### config.mk
export PLATFORM = sky130hd
export DESIGN_NAME = effa_top
export DESIGN_NICKNAME = d
export VERILOG_FILES = /design/src/rtl/effa_edge.v /design/src/rtl/effa_top.v
export VERILOG_INCLUDE_DIRS = /design/src /design/src/rtl
export SDC_FILE = /design/constraint.sdc
export NUM_CORES = 1
export LEC_CHECK = 0
export BUFFER_PORTS_ARGS = -buffer_cell sky130_fd_sc_hd__buf_2
export CAP_MARGIN = 20
export CORE_AREA = 2 2 39 41
export DETAILED_ROUTE_END_ITERATION = 10
export DIE_AREA = 0 0 41 43
export SETUP_SLACK_MARGIN = 0.1
export SYNTH_ARGS = -nofsm -noshare
export SYNTH_HDL_FRONTEND = slang
export SYNTH_HIERARCHICAL = 1
export SYNTH_SLANG_ARGS = --single-unit
export TNS_END_PERCENT = 20
### constraint.sdc
create_clock -name SYS_CLK -period 1.25 [get_ports SYS_CLK]
set_input_delay 0.0625 -clock SYS_CLK [delete_from_list [all_inputs] [get_ports SYS_CLK]]
set_output_delay 0.0625 -clock SYS_CLK [all_outputs]
set_load 0.005 [all_outputs]
### src/rtl/effa_map.vh
// Constants for the edge flip-flop array: variant and start-up codes.
// Assumes inclusion by bare name from the array's design files.
`ifndef EFFA_MAP_VH
`define EFFA_MAP_VH

// Variant select
`define EFFA_VAR_RISING_D   2'h0
`define EFFA_VAR_FALLING_JK 2'h1
`define EFFA_VAR_DUAL_D     2'h2
`define EFFA_VAR_DUAL_JK    2'h3

// Start-up state select
`define EFFA_INIT_ZERO      2'h0
`define EFFA_INIT_ONE       2'h1
`define EFFA_INIT_UNKNOWN   2'h2

// Default element count
`define EFFA_WIDTH_DEF      1

`endif

### src/rtl/effa_edge.v
// Edge detector for the sampled storage clock of the flip-flop array.
// Assumes the storage clock and enables are synchronous to SYS_CLK.
`default_nettype none

module effa_edge
(
    // System
    input  wire sys_clk,
    input  wire rst_b,
    // Sampled storage clock
    input  wire ff_clk,
    // Edge pulses
    output wire rise,
    output wire fall
);

    reg clk_prev_r;

    // Previous level of the storage clock
    always @(posedge sys_clk or negedge rst_b)
    begin
        if (!rst_b)
        begin
            clk_prev_r <= 1'b0;
        end
        else
        begin
            clk_prev_r <= ff_clk;
        end
    end

    assign rise = ff_clk & ~clk_prev_r;
    assign fall = ~ff_clk & clk_prev_r;

endmodule

`default_nettype wire

### src/rtl/effa_top.v
// Parameterised array of edge-triggered storage elements, four variants.
// Assumes all inputs synchronous to SYS_CLK; storage clock is a sampled level.
//
// Contract
// Active force-one or zero input overrides state
// Both forces low drive both outputs high
// D type loads data on edge, else holds
// Falling JK: hold, clear, set, toggle
// Dual D loads only on enabled edges
// Dual JK: clear, set, otherwise hold
// Single D rises, single JK falls
// Forces, clock, enables shared by all elements
// Elements start unknown unless start option chosen
// Unknown input makes output unknown only if decisive
// Element count is a parameter; vector ports
`default_nettype none
`include "effa_map.vh"

module effa_top
#(
    parameter       WIDTH   = `EFFA_WIDTH_DEF,
    parameter [1:0] VARIANT = `EFFA_VAR_RISING_D,
    parameter [1:0] INIT    = `EFFA_INIT_UNKNOWN
)
(
    // System
    input  wire             SYS_CLK,
    input  wire             RST_B,
    // Shared controls
    input  wire             FORCE_ONE_N,
    input  wire             ASYNC_ZERO_N,
    input  wire             FF_CLK,
    input  wire             RISE_EDGE_ENABLE,
    input  wire             FALL_EDGE_ENABLE,
    // Per-element data
    input  wire [WIDTH-1:0] D,
    input  wire [WIDTH-1:0] J,
    input  wire [WIDTH-1:0] K,
    // Per-element unknown markers
    input  wire [WIDTH-1:0] D_UNK,
    input  wire [WIDTH-1:0] J_UNK,
    input  wire [WIDTH-1:0] K_UNK,
    // Outputs
    output wire [WIDTH-1:0] Q,
    output wire [WIDTH-1:0] Q_B,
    output wire [WIDTH-1:0] Q_KNOWN
);

    localparam IS_JK  = (VARIANT == `EFFA_VAR_FALLING_JK) || (VARIANT == `EFFA_VAR_DUAL_JK);
    localparam TOGGLE = (VARIANT == `EFFA_VAR_FALLING_JK);

    // Start-up values chosen by INIT
    localparam [WIDTH-1:0] START_Q = (INIT == `EFFA_INIT_ONE) ? {WIDTH{1'b1}} : {WIDTH{1'b0}};
    localparam [WIDTH-1:0] START_K = (INIT == `EFFA_INIT_UNKNOWN) ? {WIDTH{1'b0}} : {WIDTH{1'b1}};

    reg  [WIDTH-1:0] state_r;
    reg  [WIDTH-1:0] state_nxt;
    reg  [WIDTH-1:0] known_r;
    reg  [WIDTH-1:0] known_nxt;
    reg  [WIDTH-1:0] q_r;
    reg  [WIDTH-1:0] q_nxt;
    reg  [WIDTH-1:0] qb_r;
    reg  [WIDTH-1:0] qb_nxt;
    reg  [WIDTH-1:0] qk_r;
    reg              load;
    reg              unstable;
    reg              res;
    reg              first;
    reg              agree;
    reg              qv;
    reg              jv;
    reg              kv;
    integer          i;
    integer          c;
    wire             rise;
    wire             fall;

    // JK next value; toggle on 11 for single edge, hold for dual edge
    function jk_next;
        input tog;
        input q;
        input j;
        input k;
        begin
            case ({j, k})
                2'h0:    jk_next = q;
                2'h1:    jk_next = 1'b0;
                2'h2:    jk_next = 1'b1;
                2'h3:    jk_next = tog ? ~q : q;
                default: jk_next = q;
            endcase
        end
    endfunction

    effa_edge u_edge
    (
        .sys_clk (SYS_CLK),
        .rst_b   (RST_B),
        .ff_clk  (FF_CLK),
        .rise    (rise),
        .fall    (fall)
    );

    // Load condition per variant, common to every element
    always @*
    begin
        case (VARIANT)
            `EFFA_VAR_RISING_D:   load = rise; // see R7
            `EFFA_VAR_FALLING_JK: load = fall;
            `EFFA_VAR_DUAL_D,
            `EFFA_VAR_DUAL_JK:    load = (rise & RISE_EDGE_ENABLE) |
                                         (fall & FALL_EDGE_ENABLE); // see R5
            default:              load = 1'b0;
        endcase
    end

    // Next state and known flag per element
    always @*
    begin
        state_nxt = state_r;
        known_nxt = known_r;
        unstable  = ~FORCE_ONE_N & ~ASYNC_ZERO_N;
        res       = 1'b0;
        first     = 1'b0;
        agree     = 1'b1;
        qv        = 1'b0;
        jv        = 1'b0;
        kv        = 1'b0;
        i         = 0;
        c         = 0;
        for (i = 0; i < WIDTH; i = i + 1)
        begin
            if (unstable)
            begin
                // Outcome after release is undefined
                state_nxt[i] = 1'b1;
                known_nxt[i] = 1'b0;
            end
            else if (!ASYNC_ZERO_N)
            begin
                state_nxt[i] = 1'b0;
                known_nxt[i] = 1'b1;
            end
            else if (!FORCE_ONE_N)
            begin
                state_nxt[i] = 1'b1;
                known_nxt[i] = 1'b1;
            end
            else if (load && !IS_JK)
            begin
                state_nxt[i] = D[i]; // see R3
                known_nxt[i] = ~D_UNK[i];
            end
            else if (load)
            begin
                // Try every value of each unknown input, and of the state when it is unknown
                agree = 1'b1;
                first = 1'b0;
                for (c = 0; c < 8; c = c + 1)
                begin
                    qv  = known_r[i] ? state_r[i] : c[2];
                    jv  = J_UNK[i] ? c[1] : J[i];
                    kv  = K_UNK[i] ? c[0] : K[i];
                    res = jk_next(TOGGLE, qv, jv, kv); // see R4
                    if (c == 0)
                    begin
                        first = res;
                    end
                    else if (res != first)
                    begin
                        agree = 1'b0;
                    end
                end
                state_nxt[i] = first;
                known_nxt[i] = agree;
            end
        end
    end

    // Output values; both high while the forces fight
    always @*
    begin
        if (unstable)
        begin
            q_nxt  = {WIDTH{1'b1}};
            qb_nxt = {WIDTH{1'b1}};
        end
        else
        begin
            q_nxt  = state_nxt;
            qb_nxt = ~state_nxt;
        end
    end

    // Storage; start-up value chosen by INIT
    always @(posedge SYS_CLK or negedge RST_B)
    begin
        if (!RST_B)
        begin
            state_r <= START_Q;
            known_r <= START_K;
            q_r     <= START_Q;
            qb_r    <= ~START_Q;
            qk_r    <= START_K;
        end
        else
        begin
            state_r <= state_nxt;
            known_r <= known_nxt;
            q_r     <= q_nxt;
            qb_r    <= qb_nxt;
            qk_r    <= known_nxt;
        end
    end

    // Vector outputs, one bit per element
    assign Q       = q_r;
    assign Q_B     = qb_r;
    assign Q_KNOWN = qk_r;

endmodule

`default_nettype wire

### Yosys cells after proc, flatten, opt, wreduce, memory -nomap -nowiden

Index checks and enable logic that the tools add are counted.

* ROM bits: 0
* input bits: 13
* memories kept: 0
* output and inout port bits: 3
* memory bits (writable): 0
* flip-flop bits (word level): 5
* bits in latches: 0

* equality and inequality tests: 1
* add/sub/neg operators: 0
* div/mod/pow operators: 0
* bitwise logic cells: 7
* magnitude comparators: 0
* shift-type cells: 0
* mux-type cells: 10
* $mul: 0
* reduce and logical (&&, ||, !) cells: 0

Operators with widths (number)
* 1-bit 2-to-1 mux: 10
* 1-bit inverter: 5
* 4-bit by 2-bit != test with 1-bit output, second input constant: 1
* 1-bit bitwise AND: 2

### Depth between registers and ports, before layout

* word-level depth: 8
* depth in mapped cells: 3

### By module

Netlist, hierarchy kept.

Modules (own cells, without submodules)
* effa_top: area an instance 131.4 um^2, instances 1, cells each 12, sequential area each 76.3 um^2
* effa_edge: area an instance 40.0 um^2, instances 1, cells each 3, sequential area each 25.0 um^2

### Least setup slack after synthesis

No wires, ideal clock.

* kind: register to register
* from: reg u_edge.clk_prev_r
* to: reg state_r
* path buffers: 0
* stages on the path, launching flop included: 4
* required time: 1128 ps
* arrival time: 828 ps
* setup slack: 299 ps
* cells stage by stage: dfrtp_1 nor2b_1 mux2i_1 o21ai_1

* longest elaborated chain between the ends: 6

RTL lines
* from (decl): line effa_edge.v:17 `reg clk_prev_r;`
* from (signal assigned): line effa_edge.v:28 `clk_prev_r <= ff_clk;`
* 1-bit inverter: line effa_edge.v:32 `assign rise = ff_clk & ~clk_prev_r;`
* 1-bit bitwise AND: line effa_edge.v:32
* net load: line effa_top.v:65 `reg load;`
* 1-bit 2-to-1 mux: line effa_top.v:149 `else if (load && !IS_JK)`
* 1-bit 2-to-1 mux: line effa_top.v:144 `else if (!FORCE_ONE_N)`
* 1-bit 2-to-1 mux: line effa_top.v:139 `else if (!ASYNC_ZERO_N)`
* 1-bit 2-to-1 mux: line effa_top.v:133 `if (unstable)`
* to (signal assigned): line effa_top.v:208 `state_r <= state_nxt;`
* to (decl): line effa_top.v:56 `reg [WIDTH-1:0] state_r;`

The timed path passes the listed nets, and every way through them passes these cells.
A chain may end at the register's enable or synchronous reset.

### Final worst setup path

* from: reg u_edge.clk_prev_r
* to: reg qb_r, in the netlist Q_B

* longest elaborated chain between the ends: 8

RTL lines
* 1-bit inverter: line effa_edge.v:32
* 1-bit bitwise AND: line effa_edge.v:32
* net load: line effa_top.v:65
* 1-bit 2-to-1 mux: line effa_top.v:149
* 1-bit 2-to-1 mux: line effa_top.v:144
* 1-bit 2-to-1 mux: line effa_top.v:139
* 1-bit 2-to-1 mux: line effa_top.v:133
* 1-bit inverter: line effa_top.v:191 `qb_nxt = ~state_nxt;`
* 1-bit 2-to-1 mux: line effa_top.v:183 `if (unstable)`
* net qb_nxt: line effa_top.v:63 `reg [WIDTH-1:0] qb_nxt;`
* to (signal assigned): line effa_top.v:203 `qb_r <= ~START_Q;`
* to (signal assigned): line effa_top.v:211 `qb_r <= qb_nxt;`
* to (decl): line effa_top.v:62 `reg [WIDTH-1:0] qb_r;`

The timed path passes the listed nets, and every way through them passes these cells.

==> run metrics <==
outcome=finished clean; Final period util=around four fifths; Lkg Pwr=0.131 nW; VDD IR-drop max=between 0.15 and 0.2 mV; Post-Syn Nets=27; post-route insts no fill=45; grt ovf=0; critical path type=reg2reg; Fillers=~160; Layout area overhead=68.5%; Core Footprint=around 0.0014 mm2; first-pass GRT wire length=between 500 and 600 um; pwr dens=approximately 1300 mW/mm2; setup TNS=0 ns; Max-Cap Viols=0; crit path DAT=approximately 1.2 ns; vias in the first global route=170; clock buffer count from CTS=3; clock-pin slew on the worst setup and hold paths=0.04 ns; CTS sink count=4; largest fanout on the critical path=3; critical path's top delay family=flip-flops; H-tree levels=1; antenna-violating nets left=0; Root Driver=clkbuf_4; final setup violation count=0; fmax=983 MHz; crit path cell chain=nor2b_1 > mux2i_1 > a21o_1; num rows=14; area post-placement=roughly 230 um2; drt first pass iters=2; routed vias/inst=~3.4; final wirelength=roughly 360 um; Max clock buf depth=2; # IOs=16; RSZ-0062 raised after global routing=no; # nets final=between 40 and 50; Tot GR Track Use=5.83%; initial antenna violation count=0; Final Hold Fails=0; Initial Util=a little under an eighth; HP Class=in2reg; total setup buffers inserted after CTS=0; Max transition margin=about 90%; Port Buffer Count=9; max-slew violations=0; Startpoint Class=flip-flop; post-route cell area=~270 um2; Die Y=about 43 um; slowest cell delay on critical path=approximately 0.35 ns; Post-Syn Area=163 um2; GP Congestion=0.574; Crit path required time=1.42 ns; CP bufs+invs=0; Worst Tran Pin Value=between 0.15 and 0.2 ns; Worst path slowest cell=dfrtp_1; layout cell share with drive strength beyond 1=between 40 and 50%; Die Wd=about 41 um; routed length per instance=roughly 8.0 um; Vias=around 150; # placed instances=39; largest net degree at the start of global routing=5; yosys warns=6; clock skew=roughly 0.011 ns; DR iter-0 viols=2; CTS tree=built; antenna cells=0; Mean Syn Cell Area=about 12 um2; Min Hold Slack=roughly 0.033 ns; clk_lat worst skew=0.24 ns; min cycle time layout=roughly 1.0 ns; # DRC=0; CP endpoint kind=flip-flop; hpwl dp=roughly 270 um; die area=0.00176 mm2; Synth Instances=14
-- timing repair --
action                    CTS  global route
hold endpoints to repair    5             0
hold buffers                2             0
gates resized for setup     0             0
-- per-layer routing --
layer | GRT usage (%) | wire (um) | up-vias
met5 | 0 | 0 | -
met4 | 12.0 | 19 | 0
met3 | 1.57 | 31 | 2
met2 | 8.13 | 173 | 8
met1 | 3.55 | 135 | 68
li1 | - | - | 75
-- layout make-up --
type,instances,area (um2),share of cell area [%]
Clock buffer,4,26.3,9.59
Multi-Input combinational cell,9,57.6,21.0
Tap cell,16,20.0,7.31
Inverter,1,3.75,1.37
Timing Repair Buffer,11,65.1,23.7
Sequential cell,4,101,37.0
-- state kept, by name, indices dropped and copies added, names as in the netlist --
name and flops:
state_r 1, u_edge/clk_prev_r 1, Q_B 1, Q_KNOWN 1
-- metrics by stage --
| stage | setup slack [ns] | util, % | total power [W] |
|---|---|---|---|
| 6_report | 0.233 | 19.8 | 0.000363 |
| 5_1_grt | 0.142 | 19.8 | 0.000390 |
| 3_5_place_dp | 0.227 | 16.5 | 0.000184 |
| 3_3_place_gp | 0.234 | 16.5 | 0.000183 |
| 4_1_cts | 0.215 | 19.8 | 0.000371 |
| 2_1_floorplan | 0.313 | - | 0.000162 |
-- path summary, 6_finish.rpt --
check                                       start       to  slack, ns  cells past startpoint
worst max-delay path            u_edge/clk_prev_r      Q_B       0.23                      3
worst min-delay path                  FORCE_ONE_N  state_r       0.03                      2
worst max register to register  u_edge/clk_prev_r      Q_B       0.23                      3
worst min register to register  u_edge/clk_prev_r  Q_KNOWN       0.55                      3
max in group asynchronous                   RST_B      Q_B       0.87                      2
min in group asynchronous                   RST_B  state_r       0.16                      2
-- cells in the final DEF, fill, tap and decap left out, drive strengths merged --
| master | n |
|---|---|
| a21o | 1 |
| a31oi | 1 |
| and2 | 1 |
| buf | 9 |
| clkbuf | 4 |
| dfrtp | 3 |
| dfstp | 1 |
| dlygate4sd3 | 2 |
| inv | 1 |
| mux2i | 1 |
| nand2b | 2 |
| nor2 | 1 |
| nor2b | 1 |
| o21ai | 1 |
-- report_power, final --
part / switching (W) / internal, W / leakage, nW
registers: 0.00000341 / 0.000141 / 0.0438
clock network: 0.0000562 / 0.000120 / 0.0150
logic: 0.0000178 / 0.0000244 / 0.0719
total: 0.0000774 / 0.000285 / 0.131
Note: power is estimated with default switching activity, not from simulation.
